==> src/hdl/fkls_cfg.svh <==
// constants for the flash key and lock setup block
`ifndef FKLS_CFG_SVH
`define FKLS_CFG_SVH
// ----------------------------------------
// operation codes
// ----------------------------------------
`define FKLS_OP_W          3
`define FKLS_OP_STORE_KEY  3'h1
`define FKLS_OP_PERM_LOCK  3'h2
`define FKLS_OP_KEY_LOCK   3'h3
// ----------------------------------------
// information page byte addresses
// ----------------------------------------
`define FKLS_PAGE_AW       10
`define FKLS_KEY_BASE      10'h300
`define FKLS_PERM_ADDR     10'h208
`define FKLS_KEYLOCK_ADDR  10'h20C
// ----------------------------------------
// field positions and values
// ----------------------------------------
`define FKLS_LEN_MSB       4
`define FKLS_LEN_LSB       0
`define FKLS_MAX_WORDS     6'h20
`define FKLS_PERM_BIT      1
`define FKLS_KEY_BIT       0
`define FKLS_LOCK_NONE     2'h0
`define FKLS_LOCK_RESET    2'h0
`define FKLS_ZERO_WORD     32'h0000_0000
// ----------------------------------------
// timing
// ----------------------------------------
`define FKLS_WORD_TIME_NS  72000
`define FKLS_CLK_PERIOD_NS 10
`define FKLS_WORD_CYCLES   (`FKLS_WORD_TIME_NS / `FKLS_CLK_PERIOD_NS)
`endif

==> src/hdl/fkls_pkg.sv <==
// types for the flash key and lock setup block
package fkls_pkg;
  typedef enum logic [3:0] {
    FKLS_IDLE  = 4'h1,
    FKLS_FETCH = 4'h2,
    FKLS_PROG  = 4'h4,
    FKLS_DONE  = 4'h8
  } fkls_state_t;
endpackage : fkls_pkg

==> src/hdl/fkls_top.sv <==
// flash key store and lock activation command handler
`timescale 1ns/1ps
`include "fkls_cfg.svh"

module fkls_top #(
  parameter int WORD_CYCLES = `FKLS_WORD_CYCLES
) (
  input  wire logic                      i_clock,
  input  wire logic                      i_rst_n,
  input  wire logic                      i_clk_en,
  input  wire logic [`FKLS_OP_W-1:0]     i_op_select,
  input  wire logic                      i_execute_trigger,
  input  wire logic [10:0]               i_ram_word_pointer,
  input  wire logic                      i_status_read,
  input  wire logic [31:0]               i_ram_rd_data,
  input  wire logic                      i_restore_valid,
  input  wire logic [1:0]                i_restore_lock,
  input  wire logic                      i_prog_section_erased,
  input  wire logic                      i_protection_page_erased,
  input  wire logic                      i_key_unlock_ok,
  input  wire logic                      i_allow_flags_clear,
  output logic                           o_ram_rd_en,
  output logic [10:0]                    o_ram_rd_addr,
  output logic                           o_flash_prog_en,
  output logic [`FKLS_PAGE_AW-1:0]       o_flash_prog_addr,
  output logic [31:0]                    o_flash_prog_data,
  output logic                           o_operation_in_progress,
  output logic                           o_operation_done,
  output logic                           o_operation_refused,
  output logic                           o_stall_access,
  output logic [1:0]                     o_lock_state,
  output logic                           o_allow_reprogram,
  output logic                           o_key_read_permit
);
  import fkls_pkg::*;

  // ----------------------------------------
  // declarations
  // ----------------------------------------
  localparam logic [12:0] WAIT_LAST = 13'(WORD_CYCLES - 1);

  fkls_state_t             state_reg;
  logic [`FKLS_OP_W-1:0]   op_reg;
  logic [12:0]             timer_reg;
  logic [5:0]              words_reg;
  logic [5:0]              index_reg;
  logic [10:0]             ptr_reg;
  logic                    data_wait_reg;
  logic [1:0]              lock_reg;
  logic                    allow_reg;
  logic                    refuse_reg;
  logic                    launch;
  logic                    known_op;
  logic                    finish;
  logic                    accept;
  logic                    word_end;

  // length field decode; zero stands for a full key
  function automatic logic [5:0] key_len(input logic [31:0] w);
    logic [4:0] f;
    f = w[`FKLS_LEN_MSB:`FKLS_LEN_LSB];
    key_len = (f == 5'h00) ? `FKLS_MAX_WORDS : {1'b0, f};
  endfunction : key_len

  // shared by sequencer and RAM port so both agree on the last word
  function automatic logic more_words(input logic [`FKLS_OP_W-1:0] op, input logic [5:0] idx,
                                      input logic [5:0] total);
    more_words = (op == `FKLS_OP_STORE_KEY) && (idx + 6'h01 < total);
  endfunction : more_words

  // ----------------------------------------
  // launch and decode
  // ----------------------------------------
  // trigger while busy is held off by the stall, so it is ignored here
  assign launch = i_execute_trigger && (state_reg == FKLS_IDLE);

  assign known_op = (i_op_select == `FKLS_OP_STORE_KEY) ||
                    (i_op_select == `FKLS_OP_PERM_LOCK) ||
                    (i_op_select == `FKLS_OP_KEY_LOCK);

  assign finish = (state_reg == FKLS_DONE);

  // a launch that passes both the code and the protection check
  assign accept   = launch && known_op && (lock_reg == `FKLS_LOCK_NONE);
  assign word_end = (state_reg == FKLS_PROG) && (timer_reg == WAIT_LAST);

  // ----------------------------------------
  // command sequencer
  // ----------------------------------------
  always_ff @(posedge i_clock or negedge i_rst_n) begin
    if (!i_rst_n) begin
      state_reg     <= FKLS_IDLE;
      op_reg        <= '0;
      refuse_reg    <= 1'b0;
      timer_reg     <= '0;
      words_reg     <= '0;
      index_reg     <= '0;
      ptr_reg       <= '0;
      data_wait_reg <= 1'b0;
    end else if (i_clk_en) begin
      unique case (state_reg)
        FKLS_IDLE: begin
          if (launch) begin
            op_reg    <= i_op_select;
            ptr_reg   <= i_ram_word_pointer;
            index_reg <= '0;
            words_reg <= 6'h01;
            timer_reg <= '0;
            if (!known_op || lock_reg != `FKLS_LOCK_NONE) begin
              refuse_reg <= 1'b1;
              state_reg  <= FKLS_DONE;
            end else if (i_op_select == `FKLS_OP_STORE_KEY) begin
              refuse_reg    <= 1'b0;
              data_wait_reg <= 1'b1;
              state_reg     <= FKLS_FETCH;
            end else begin
              // pointers and word count play no part here
              refuse_reg <= 1'b0;
              state_reg  <= FKLS_PROG;
            end
          end
        end
        FKLS_FETCH: begin
          // RAM answers one cycle after the read strobe
          if (data_wait_reg) begin
            data_wait_reg <= 1'b0;
          end else begin
            if (index_reg == 6'h00) begin
              words_reg <= key_len(i_ram_rd_data);
            end
            timer_reg <= '0;
            state_reg <= FKLS_PROG;
          end
        end
        FKLS_PROG: begin
          if (timer_reg == WAIT_LAST) begin
            timer_reg <= '0;
            if (more_words(op_reg, index_reg, words_reg)) begin
              index_reg     <= index_reg + 6'h01;
              ptr_reg       <= ptr_reg + 11'h001;
              data_wait_reg <= 1'b1;
              state_reg     <= FKLS_FETCH;
            end else begin
              state_reg <= FKLS_DONE;
            end
          end else begin
            timer_reg <= timer_reg + 13'h0001;
          end
        end
        FKLS_DONE: begin
          state_reg <= FKLS_IDLE;
        end
      endcase
    end
  end

  // ----------------------------------------
  // RAM read port
  // ----------------------------------------
  always_ff @(posedge i_clock or negedge i_rst_n) begin
    if (!i_rst_n) begin
      o_ram_rd_en   <= 1'b0;
      o_ram_rd_addr <= '0;
    end else if (i_clk_en) begin
      o_ram_rd_en <= 1'b0;
      if (accept && i_op_select == `FKLS_OP_STORE_KEY) begin
        o_ram_rd_en   <= 1'b1;
        o_ram_rd_addr <= i_ram_word_pointer;
      end else if (word_end && more_words(op_reg, index_reg, words_reg)) begin
        o_ram_rd_en   <= 1'b1;
        o_ram_rd_addr <= ptr_reg + 11'h001;
      end
    end
  end

  // ----------------------------------------
  // flash program port
  // ----------------------------------------
  always_ff @(posedge i_clock or negedge i_rst_n) begin
    if (!i_rst_n) begin
      o_flash_prog_en   <= 1'b0;
      o_flash_prog_addr <= '0;
      o_flash_prog_data <= '0;
    end else if (i_clk_en) begin
      o_flash_prog_en <= 1'b0;
      if (state_reg == FKLS_FETCH && !data_wait_reg) begin
        o_flash_prog_en   <= 1'b1;
        o_flash_prog_addr <= `FKLS_KEY_BASE + {2'b00, index_reg, 2'b00};
        o_flash_prog_data <= i_ram_rd_data;
      end else if (accept && i_op_select != `FKLS_OP_STORE_KEY) begin
        o_flash_prog_en   <= 1'b1;
        o_flash_prog_data <= `FKLS_ZERO_WORD;
        o_flash_prog_addr <= (i_op_select == `FKLS_OP_PERM_LOCK) ?
                             `FKLS_PERM_ADDR : `FKLS_KEYLOCK_ADDR;
      end
    end
  end

  // ----------------------------------------
  // protection state
  // ----------------------------------------
  // lock bits change when a lock command ends unrefused, on a restore, an allowed erase or a key unlock with the permanent bit clear;
  // a stored key alone leaves them untouched
  always_ff @(posedge i_clock or negedge i_rst_n) begin
    if (!i_rst_n) begin
      lock_reg <= `FKLS_LOCK_RESET;
    end else if (i_clk_en) begin
      if (finish && !refuse_reg && op_reg == `FKLS_OP_PERM_LOCK) begin
        lock_reg[`FKLS_PERM_BIT] <= 1'b1;
      end else if (finish && !refuse_reg && op_reg == `FKLS_OP_KEY_LOCK) begin
        lock_reg[`FKLS_KEY_BIT] <= 1'b1;
      end else if (i_restore_valid) begin
        // page contents reloaded after reset put the lock back
        lock_reg <= i_restore_lock;
      end else if (i_protection_page_erased && allow_reg) begin
        lock_reg <= `FKLS_LOCK_NONE;
      end else if (i_key_unlock_ok && !lock_reg[`FKLS_PERM_BIT]) begin
        lock_reg[`FKLS_KEY_BIT] <= 1'b0;
      end
    end
  end

  // allow flags: temporary access after a program-section erase
  always_ff @(posedge i_clock or negedge i_rst_n) begin
    if (!i_rst_n) begin
      allow_reg <= 1'b0;
    end else if (i_clk_en) begin
      if (i_prog_section_erased) begin
        allow_reg <= 1'b1;
      end else if (i_allow_flags_clear) begin
        allow_reg <= 1'b0;
      end
    end
  end

  // ----------------------------------------
  // status
  // ----------------------------------------
  // done set wins over a status read in the same cycle
  always_ff @(posedge i_clock or negedge i_rst_n) begin
    if (!i_rst_n) begin
      o_operation_in_progress <= 1'b0;
      o_operation_done        <= 1'b0;
      o_operation_refused     <= 1'b0;
      o_stall_access          <= 1'b0;
    end else if (i_clk_en) begin
      if (launch) begin
        o_operation_in_progress <= 1'b1;
        o_stall_access          <= 1'b1;
        o_operation_refused     <= 1'b0;
      end else if (finish) begin
        o_operation_in_progress <= 1'b0;
        o_stall_access          <= 1'b0;
        o_operation_refused     <= refuse_reg;
      end
      if (finish) begin
        o_operation_done <= 1'b1;
      end else if (i_status_read) begin
        o_operation_done <= 1'b0;
      end
    end
  end

  // ----------------------------------------
  // visible protection outputs
  // ----------------------------------------
  always_ff @(posedge i_clock or negedge i_rst_n) begin
    if (!i_rst_n) begin
      o_lock_state      <= `FKLS_LOCK_RESET;
      o_allow_reprogram <= 1'b0;
      o_key_read_permit <= 1'b1;
    end else if (i_clk_en) begin
      o_lock_state      <= lock_reg;
      o_allow_reprogram <= allow_reg;
      o_key_read_permit <= (lock_reg == `FKLS_LOCK_NONE);
    end
  end

endmodule : fkls_top

==> config.mk <==
export PLATFORM = sky130hd
export DESIGN_NAME = fkls_top
export DESIGN_NICKNAME = d
export VERILOG_FILES = /design/src/hdl/fkls_pkg.sv /design/src/hdl/fkls_top.sv
export VERILOG_INCLUDE_DIRS = /design/src /design/src/hdl
export SDC_FILE = /design/constraint.sdc
export NUM_CORES = 1
export LEC_CHECK = 0
export BUFFER_PORTS_ARGS = -buffer_cell sky130_fd_sc_hd__buf_2
export CAP_MARGIN = 20
export CORE_MARGIN = 1
export CORE_UTILIZATION = 60
export CTS_BUF_LIST = sky130_fd_sc_hd__clkbuf_8
export DETAILED_ROUTE_END_ITERATION = 16
export MAX_ROUTING_LAYER = met4
export PLACE_DENSITY_LB_ADDON = 0.2
export SYNTH_ARGS = -nofsm -noshare
export SYNTH_HDL_FRONTEND = slang
export SYNTH_SLANG_ARGS = --single-unit
==> constraint.sdc <==
create_clock -name i_clock -period 5.7 [get_ports i_clock]
set_input_delay 1.14 -clock i_clock [delete_from_list [all_inputs] [get_ports i_clock]]
set_output_delay 1.14 -clock i_clock [all_outputs]
set_load 0.02 [all_outputs]
### Word level (Yosys, flattened, before mapping)

Cells that the tools add are included.

| cells by class | value |
|---|---|
| add/sub/neg operators | 4 |
| magnitude comparators | 1 |
| eq/ne operators | 20 |
| multiplexer cells | 57 |
| bitwise operators | 1 |
| reductions and logical operators | 48 |

Operators with widths:

| kind | number |
|---|---|
| 2-to-1 mux 32 bit | 2 |
| 2-to-1 mux 11 bit | 5 |
| 2-to-1 mux 6 bit | 7 |
| 2-to-1 mux 13 bit | 3 |
| case mux 13 bit (3 select lines) | 1 |
| 2-to-1 mux 1 bit | 24 |
| case mux 6 bit (2 select lines) | 2 |
| case mux 11 bit (2 select lines) | 1 |
| 2-to-1 mux 10 bit | 2 |
| 2-to-1 mux 4 bit | 5 |
| case mux 4 bit (4 select lines) | 1 |
| nonzero test 2 bit | 8 |
| logical AND 1 bit | 14 |
| adder 13 x 1 -> 13 bit (second input constant) | 1 |
| equality test 13 bit (second input constant) | 1 |
| equality test 3 x 2 -> 1 bit (second input constant) | 4 |
| adder 11 x 1 -> 11 bit (second input constant) | 1 |
| adder 9 x 9 -> 10 bit (first input constant) | 1 |
| inequality test 2 bit (second input constant) | 5 |
| AND reduction 2 bit | 5 |
| AND reduction 5 bit | 2 |
| AND reduction 3 bit | 3 |
| AND reduction 4 bit | 2 |
| AND reduction 7 bit | 1 |
| 20 further kinds | 30 |

| word-level totals | value |
|---|---|
| register bits after elaboration | 110 |
| input port bits | 58 |
| output and inout bits | 63 |

### Logic depth before layout (Yosys ltp)

Gate-level depths: netlist of run 1.

| depth | value |
|---|---|
| word-level depth | 8 |
| depth in mapped cells | 10 |

### Least setup slack after synthesis of run 1

No wires, ideal clock.

| timing | value |
|---|---|
| path type | input port to flip-flop |
| start | in i_op_select[2] |
| end | reg o_ram_rd_addr[1] |
| library setup time | 0.125 ns |
| arrival | 2.493 ns |
| required time | 5.575 ns |
| slack | 3.082 ns |
| stages | 4 |
| buffers on the path | 0 |
| cells stage by stage | nor3_1 > nand4_2 > mux2_2 > mux2_2 |

| on the way | value |
|---|---|
| word-level cells in the longest chain between the ends | 8 |
| elaborated cells between the ends (all ways) | 11 |

Ends and longest elaborated chain:

| item | RTL line | text |
|---|---|---|
| from (decl) | fkls_top.sv:11 | `` input wire logic [`FKLS_OP_W-1:0] i_op_select, `` |
| equality test 3 x 1 -> 1 bit (no line) / equality test 3 x 2 -> 1 bit (equally long branches) | n/a |  |
| logical OR 1 bit (2 in series) | fkls_top.sv:77 | `` assign known_op = (i_op_select == `FKLS_OP_STORE_KEY) \|\| `` |
| logical AND 1 bit (2 in series) | fkls_top.sv:84 | `` assign accept = launch && known_op && (lock_reg == `FKLS_LOCK_NONE); `` |
| logical AND 1 bit (no line) * | n/a |  |
| nonzero test 2 bit (no line) | n/a |  |
| AND reduction 2 bit (no line) | n/a |  |
| to (signal assigned) | fkls_top.sv:168 | `o_ram_rd_addr <= i_ram_word_pointer;` |
| to (signal assigned) | fkls_top.sv:171 | `o_ram_rd_addr <= ptr_reg + 11'h001;` |
| to (decl) | fkls_top.sv:23 | `output logic [10:0] o_ram_rd_addr,` |

Every way passes the cells marked *; elsewhere a longest branch is shown, timed or not.
A chain may end at the register's enable or synchronous reset.

### Worst setup path in the final report of run 1

| timing | value |
|---|---|
| start | reg index_reg[0] |
| end | reg ptr_reg[1] |

| on the way | value |
|---|---|
| word-level cells in the longest chain between the ends | 5 |

Ends and longest elaborated chain:

| item | RTL line | text |
|---|---|---|
| from (decl) | fkls_top.sv:46 | `logic [5:0] index_reg;` |
| from (signal assigned) | fkls_top.sv:139 | `index_reg <= index_reg + 6'h01;` |
| adder 6 x 1 -> 6 bit | fkls_top.sv:68 | `` more_words = (op == `FKLS_OP_STORE_KEY) && (idx + 6'h01 < total); `` |
| less-than comparator 6 bit | fkls_top.sv:68 |  |
| logical AND 1 bit | fkls_top.sv:68 |  |
| inequality test 2 x 1 -> 1 bit (no line) | n/a |  |
| AND reduction 5 bit (no line) | n/a |  |
| to (signal assigned) | fkls_top.sv:105 | `ptr_reg <= i_ram_word_pointer;` |
| to (signal assigned) | fkls_top.sv:140 | `ptr_reg <= ptr_reg + 11'h001;` |
| to (decl) | fkls_top.sv:47 | `logic [10:0] ptr_reg;` |

Every way passes these cells.

==> run summary, run 1 <==
Fin Setup TNS = 0 ns
Wire length of the first global-routing pass = 18800 um
Post-synth EDFFs = 0
Synth area leaders = dfrtp_1 (49%), a22o_1 (7.4%), nand2_1 (2.9%)
Clk pin slew, worst setup/hold paths = 0.10 ns
Hold slack = 0.487 ns
Avg Vias per Cell = 5.98
Final Critical Period = 3.09 ns
RSZ-0062 raised after global routing = no
Hold Startpoint = o_flash_prog_addr[9]
CTS Buf Count = 9
Final period util = 54.3%
Clock Latency Late Sink = 0.37 ns
Post-synth cell types = 65
Max FFs per register = 32
Top FF cell, synth = dfrtp_1
Outcome = complete, no violations
WL/cell = 16.2 um
Port bufs = 118
Area grow syn2layout = 16.1%
WS Path Type = flip-flop to flip-flop
Mean area per synthesized cell = 10.7 um2
Cts repair resizes = 0
Simple-gate share of the synthesized area = 14.2%
VDD IR max = 0.147 mV
Compound-Gate Fraction of Synth Area = 19.0%
R2R depth = 10
Worst path arrival time = 3.36 ns
Synth Warn # = 0
GRT Total Usage = 27.2%
Area share of fa/ha/maj cells after synthesis = 2.10%
Cells after Synth = 502
Worst R2R Setup Slack = 2.61 ns
Crit path from = index_reg[0]
GR Overflow Total = 0
Mux share of post-synthesis cell area = 5.90%
Synth Cell Area = 5360 um2
Clock root buffer = clkbuf_8
Multi-input gate area = 2420 um2
Worst hold endpoint = o_flash_prog_addr[9]
Worst path required time = 5.96 ns
Synth Area in XOR/XNOR = 3.43%
Post-synthesis register bit count = 108
Leakage = 3.11 nW
Worst R2R End = ptr_reg[1]
Chip Width = 96.5 um
Hold WC Path Type = flip-flop to flip-flop
# clock sinks = 108
Slew @ Worst Pin = 0.881 ns
Fin util = 71.7%
Synth top area share = 49.5%
Clock skew = 0.00965 ns
Pwr/cell area = 237 nW/um2
# fillers = 630
Cts hold-fix bufs = 0
Max cap viols = 0
Total setup buffers inserted after CTS = 0
Vias in the first global route = 3993
Largest family of logic cells by synthesized area = compound AO/OA/AOI/OAI gates
Cell row count = 34
Die height = 96.5 um
Routed Antenna Nets = 0
Share of cells above drive strength 1 = 28.9%
Final #Nets = 675
Hold path depth = 1
Critical path endpoint category = flip-flop
Core ar. = 8680 um2
Max Clock Freq = 323 MHz
Max Buffers Root-to-Sink = 2
Critical Path Start Type = flip-flop
FF+latch area = 2710 um2
Largest net degree at the start of global routing = 60
Slew Limit Fails = 0
Cell taking the most area after synthesis = dfrtp_1
Fin. Hold Viols = 0
Drt drc = 0
DPL Wire Length = 8130 um
Die area = 9320 um2
Starting Density = 61.8%
Setup violators final = 0
Drt initial violations = 238
Vias post-DR = 4315
Async SR Flop Fraction = 100%
Antenna fix cells = 0
Crit-path max FO = 14
H-tree depth = 3
TritonCTS clock tree = built
Gpl congestion = 0.813
Initial antenna violation count = 0
Reg-to-reg startpoint = index_reg[0]
Slew HR = 40.8%
DRT Pass-1 Iters = 7
Sequential fraction of the synthesis area = 50.5%
Post-Route WL = 11700 um
Ports = 121
[placed cells by master, fill, tap and decap left out, types with 13 or more instances in the layout]
master	instances
nand3_1	16
dfrtp_1	106
nand2_1	41
o21ai_0	19
mux2_2	13
a21oi_1	23
a22o_1	45
nor2_1	27
inv_1	26
buf_2	117
xnor2_1	15
[synthesized netlist by cell type (6+ instances only)]
| master | number |
|---|---|
| a21oi_1 | 23 |
| a22o_1 | 45 |
| a31oi_1 | 7 |
| and3_1 | 6 |
| buf_2 | 10 |
| clkbuf_1 | 14 |
| dfrtp_1 | 106 |
| ha_1 | 9 |
| inv_1 | 25 |
| mux2_2 | 13 |
| mux2_4 | 6 |
| mux2i_1 | 8 |
| nand2_1 | 41 |
| nand3_1 | 16 |
| nand4_1 | 9 |
| nor2_1 | 27 |
| nor3_1 | 9 |
| o21ai_0 | 19 |
| xnor2_1 | 15 |
| xor2_1 | 6 |
[critical path: stages (launching register included)]
cell,delay (ns)
dfrtp_1,0.47
nand3_1,0.15
nor3_1,0.20
xnor2_1,0.13
ha_1,0.20
nor4b_1,0.25
buf_4,0.19
nand2_1,0.06
a21oi_2,0.34
o21a_1,0.61
mux2_2,0.40
[worst max path at each step]
stage                        to  cells past startpoint
2_1_floorplan  o_ram_rd_addr[1]                      4
3_3_place_gp   o_ram_rd_addr[1]                      5
3_5_place_dp   o_ram_rd_addr[1]                      5
4_1_cts              ptr_reg[1]                     10
5_1_grt              ptr_reg[1]                     10
6_report             ptr_reg[1]                     10
[cell type report]
type | count | area share [%]
tap | 108 | 2.17
multi-input combinational | 339 | 39.0
clock inverter | 7 | 1.21
inverter | 25 | 1.51
timing repair buffer | 125 | 10.7
clock buffer | 9 | 1.99
sequential | 108 | 43.5
[where the power goes]
part | internal (mW) | switching (mW) | total, mW
Combinational | 0.0685 | 0.0914 | 0.160
Clock | 0.206 | 0.267 | 0.473
Sequential | 0.807 | 0.0357 | 0.843
Total | 1.08 | 0.394 | 1.48
[cell families after synthesis]
logic type	count (synthesis)
other cells	1
buf+inv	56
simple gates	142
fa+ha+maj	9
xor+xnor	21
mux	27
flops	108
compound gates	138
[through the flow]
stage / cell area (um2) / setup slack, ns / instances / power [mW]
6_report: 6220 / 2.61 / 721 / 1.48
5_1_grt: 6220 / 2.39 / 721 / 1.54
4_1_cts: 6190 / 2.62 / 719 / 1.48
3_5_place_dp: 5990 / 2.35 / 703 / 1.02
3_3_place_gp: 5990 / 2.38 / 703 / 1.01
2_1_floorplan: 5370 / 3.08 / 503 / 0.941
[per-layer routing]
layer,vias up,share of wire (%),GRT usage (%)
met5,-,0,-
met4,0,1.8,9.93
met3,15,5.5,5.48
met2,147,48,42.6
met1,2115,44,35.3
li1,2038,-,-
Power figures use the tool's default switching activity.
==> run 2: changes to the inputs <==
CORE_UTILIZATION = 56   (was 60)
clock period = 3.2 ns   (was 5.7 ns; I/O delays follow)
==> run summary, run 2 (synthesis gave the netlist of run 1 again) <==
WL/cell = 15.7 um
CP Depth = 10
Worst path required time = 3.49 ns
Slew @ Worst Pin = 0.728 ns
Chip Width = 99.8 um
Cts hold-fix bufs = 0
Initial antenna violation count = 0
Max Clock Freq = 352 MHz
Hold slack = 0.163 ns
Clk pin slew, worst setup/hold paths = 0.12 ns
Fin. Hold Viols = 0
Post-Route WL = 11700 um
Clock root buffer = clkbuf_8
Largest net degree at the start of global routing = 51
Critical Path Start Type = flip-flop
Share of cells above drive strength 1 = 29.9%
Slew Limit Fails = 0
Final Critical Period = 2.84 ns
Clock Latency Late Sink = 0.37 ns
Area grow syn2layout = 17.2%
Bufs and invs on worst path = 1
H-tree depth = 3
Die area = 9970 um2
Hold WC Path Type = primary input to asynchronous set/reset pin
Final period util = 88.8%
CP max stage cell = dfrtp_1
Core ar. = 9240 um2
Crit-path max FO = 9
Cell row count = 35
Commonest non-fill, non-tap cells in the layout = buf_2 (118), dfrtp_1 (106), a22o_1 (45), nand2_1 (41), nor2_1 (27)
Avg Vias per Cell = 5.75
Starting Density = 58.0%
Die height = 99.8 um
Drt drc = 0
Total setup buffers inserted after CTS = 0
# clock sinks = 108
GR Overflow Total = 0
Clock skew = 0.0221 ns
Final #Nets = 681
Fin util = 68.0%
Critical-path cell list = nand3_1 -> nor3_1 -> xnor2_1 -> ha_1 -> nor4b_1 -> nand2_1 -> a21oi_2 -> o21a_2 -> buf_4 -> mux2i_1
CTS Buf Count = 9
Outcome = complete, no violations
Worst path arrival time = 3.13 ns
CP top delay family = simple AND/OR/NAND/NOR gates
R2R depth = 10
Worst Setup Slack, final = 0.359 ns
Slew HR = 50.8%
RSZ-0062 raised after global routing = no
Wire length of the first global-routing pass = 20100 um
Leakage = 3.14 nW
Max Buffers Root-to-Sink = 2
Port bufs = 118
Vias post-DR = 4303
WS Path Type = flip-flop to flip-flop
Setup violators final = 0
CP peak stage delay = 0.46 ns
Ports = 121
DRT Pass-1 Iters = 4
GRT Total Usage = 25.9%
Drt initial violations = 235
Pwr/cell area = 416 nW/um2
Commonest non-fill, non-tap cell in the layout = buf_2
Max cap viols = 0
Pre-CTS WS = 0.337 ns
DPL Wire Length = 8400 um
TritonCTS clock tree = built
Fin Setup TNS = 0 ns
Antenna fix cells = 0
Max FFs per register = 32
VDD IR max = 0.247 mV
Gpl congestion = 0.885
Vias in the first global route = 4233
Routed Antenna Nets = 0
Cts repair resizes = 0
# fillers = 712
Critical path endpoint category = flip-flop
run 2: layer usage:
metal,part of all wire (%),wire length (um),track usage (%),up-vias
met5,0,0,-,-
met4,0.70,82,5.32,0
met3,5.2,615,4.67,9
met2,48,5690,41.4,138
met1,46,5350,35.0,2103
li1,-,-,-,2053
run 2: worst register-to-register path: cells and delay by family (launching register included):
family | cells | cell delay, ns
buffers and inverters | 1 | 0.22
muxes | 1 | 0.21
adders and majority gates | 1 | 0.19
xor gates and xnor gates | 1 | 0.13
and+or+nand+nor | 4 | 0.94
AOI/OAI and AO/OA | 2 | 0.63
DFF | 1 | 0.46
run 2: where the power goes:
part	total, mW	switching (mW)	internal (mW)	leakage, nW
combinational	0.292	0.165	0.127	1.68
clock	0.824	0.514	0.309	0.102
sequential	1.50	0.0613	1.44	1.36
run 2: cell type report:
type	instances	area (um2)	area share, %
sequential	108	2710	43.0
inverter	25	93.8	1.49
timing repair buffer	131	701	11.1
tap	129	161	2.57
clock buffer	9	124	1.97
multi-input combinational	339	2430	38.6
clock inverter	7	75.1	1.19
run 2: worst paths after layout:
kind	start	to	slack (ns)
max	index_reg[2]	index_reg[2]	0.36
max in group asynchronous	i_rst_n	o_flash_prog_data[23]	2.31
max reg2reg	index_reg[2]	index_reg[2]	0.36
min in group i_clock	i_ram_rd_data[7]	o_flash_prog_data[7]	0.48
min	i_rst_n	allow_reg	0.16
min reg2reg	o_flash_prog_addr[9]	o_flash_prog_addr[9]	0.48
run 2: through the flow:
step	power (mW)	std cells	area, um2
final	2.61	748	6290
after global routing	2.74	748	6290
after CTS	2.64	747	6280
after detailed placement	1.82	731	6080
after global placement	1.81	731	6080
after floorplan	1.68	503	5370
==> run 3: changes to the inputs <==
CAP_MARGIN = unset   (was 20)
CORE_UTILIZATION = 27   (was 56)
==> run summary, run 3 (synthesis gave the netlist of run 1 again) <==
Final #Nets = 682
Initial antenna violation count = 0
Port bufs = 118
Ports = 121
Final Critical Period = 2.80 ns
Worst path required time = 3.52 ns
CP Depth = 11
Pwr/cell area = 428 nW/um2
Chip Width = 143 um
Crit-path max FO = 8
WL/cell = 16.1 um
Max cap viols = 0
Critical path endpoint category = flip-flop
Setup violators final = 0
Clock skew = 0.0159 ns
Max Clock Freq = 358 MHz
Clk pin slew, worst setup/hold paths = 0.12 ns
DPL Wire Length = 10200 um
Critical Path Start Type = flip-flop
Area grow syn2layout = 21.4%
Die height = 143 um
Clock share of power = 35.5%
Final Instance Area = 6510 um2
Core ar. = 19500 um2
Slew HR = 50.5%
CP top delay family = simple AND/OR/NAND/NOR gates
Max Buffers Root-to-Sink = 2
Cts hold-fix bufs = 0
Placed cell areas = 6270 um2
VDD IR max = 0.209 mV
Share of cells above drive strength 1 = 29.8%
Hold WC Path Type = primary input to asynchronous set/reset pin
Fin. Hold Viols = 0
R2R depth = 11
# clock sinks = 108
Drt drc = 0
Commonest non-fill, non-tap cell in the layout = buf_2
Avg Vias per Cell = 4.87
Largest net degree at the start of global routing = 56
Routed Antenna Nets = 0
Post-Route WL = 14300 um
Starting Density = 27.5%
CP peak stage delay = 0.47 ns
Total setup buffers inserted after CTS = 0
WS Path Type = flip-flop to flip-flop
Cell row count = 51
Sw power = 0.762 mW
Gpl congestion = 0.803
Fin util = 33.4%
H-tree depth = 3
Clock root buffer = clkbuf_8
Worst path most repeated cell = buf_4
GRT Total Usage = 15.3%
Vias post-DR = 4312
Slew @ Worst Pin = 0.732 ns
Clock Latency Late Sink = 0.39 ns
Critical-path cell list = nand3_1 -> nor3_1 -> xnor2_1 -> ha_1 -> nor4b_1 -> buf_4 -> nand2_1 -> a21oi_2 -> o21a_1 -> buf_4 -> mux2i_1
Leakage = 3.16 nW
Sequential power share = 53.8%
Comb power frac = 10.6%
Fin Setup TNS = 0 ns
Wire length of the first global-routing pass = 23500 um
Vias in the first global route = 4412
Grt met1 use = 19.5%
Antenna fix cells = 0
Outcome = complete, no violations
RSZ-0062 raised after global routing = no
GR Overflow Total = 0
Die area = 20400 um2
Drt initial violations = 220
Commonest non-fill, non-tap cells in the layout = buf_2 (117), dfrtp_1 (106), a22o_1 (45), nand2_1 (41), nor2_1 (27)
TritonCTS clock tree = built
CP max stage cell = dfrtp_1
CTS Buf Count = 9
Switching share of power = 27.3%
Busiest layer in global routing = met2
Met3 GRT Util = 3.69%
Met2 Use GR = 23.6%
Final period util = 87.4%
Slew Limit Fails = 0
Cell Int Power = 2.03 mW
Bufs and invs on worst path = 2
DRT Pass-1 Iters = 4
Worst path arrival time = 3.12 ns
Cts repair resizes = 0
Max FFs per register = 32
## run 3: final cells by class
| type | count | area [um2] |
|---|---|---|
| timing repair buffer | 132 | 711 |
| inverter | 25 | 93.8 |
| sequential | 108 | 2710 |
| multi-input combinational | 339 | 2420 |
| clock buffer | 9 | 124 |
| tap | 265 | 332 |
| fill | 1992 | 13000 |
| clock inverter | 7 | 119 |
## run 3: power by group through the flow
| stage | Sequential, mW | Combinational [mW] | Clock, mW |
|---|---|---|---|
| floorplan | 1.55 | 0.121 | 0 |
| global placement | 1.52 | 0.299 | 0 |
| detailed placement | 1.52 | 0.302 | 0 |
| CTS | 1.50 | 0.301 | 1.04 |
| global route | 1.51 | 0.330 | 1.09 |
| finish | 1.50 | 0.296 | 0.990 |
## run 3: worst paths after layout
check,start,to,slack [ns]
worst max-delay path,index_reg[2],index_reg[2],0.40
worst max register to register,index_reg[2],index_reg[2],0.40
max in group asynchronous,i_rst_n,timer_reg[9],2.03
worst min-delay path,i_rst_n,op_reg[2],0.26
min in group i_clock,i_ram_rd_data[9],o_flash_prog_data[9],0.46
worst min register to register,o_ram_rd_en,o_ram_rd_en,0.49
## run 3: worst reg2reg max path, delay by kind of cell, from the launching register on
| kind | cells | cell delay, ns |
|---|---|---|
| multiplexers | 1 | 0.20 |
| flip-flops | 1 | 0.47 |
| XOR/XNOR | 1 | 0.12 |
| AND/OR/NAND/NOR | 4 | 0.67 |
| AO/OA/AOI/OAI | 2 | 0.66 |
| adder cells (fa/ha/maj) | 1 | 0.19 |
| buffers and inverters | 2 | 0.43 |
## run 3: metrics by stage
stage	worst slack, ns	power, mW	hold slack (ns)	std cells
floorplan	0.632	1.68	0.344	503
global placement	0.514	1.82	0.445	869
detailed placement	0.430	1.83	0.472	869
CTS	0.401	2.84	0.264	885
global route	0.150	2.93	0.293	885
finish	0.405	2.79	0.259	885
## run 3: per-layer routing
| layer | wire (um) | vias up | share of wire [%] |
|---|---|---|---|
| met2 | 6580 | 142 | 46 |
| met5 | 0 | - | 0 |
| li1 | - | 2051 | - |
| met3 | 783 | 14 | 5.5 |
| met4 | 199 | 0 | 1.4 |
| met1 | 6700 | 2105 | 47 |
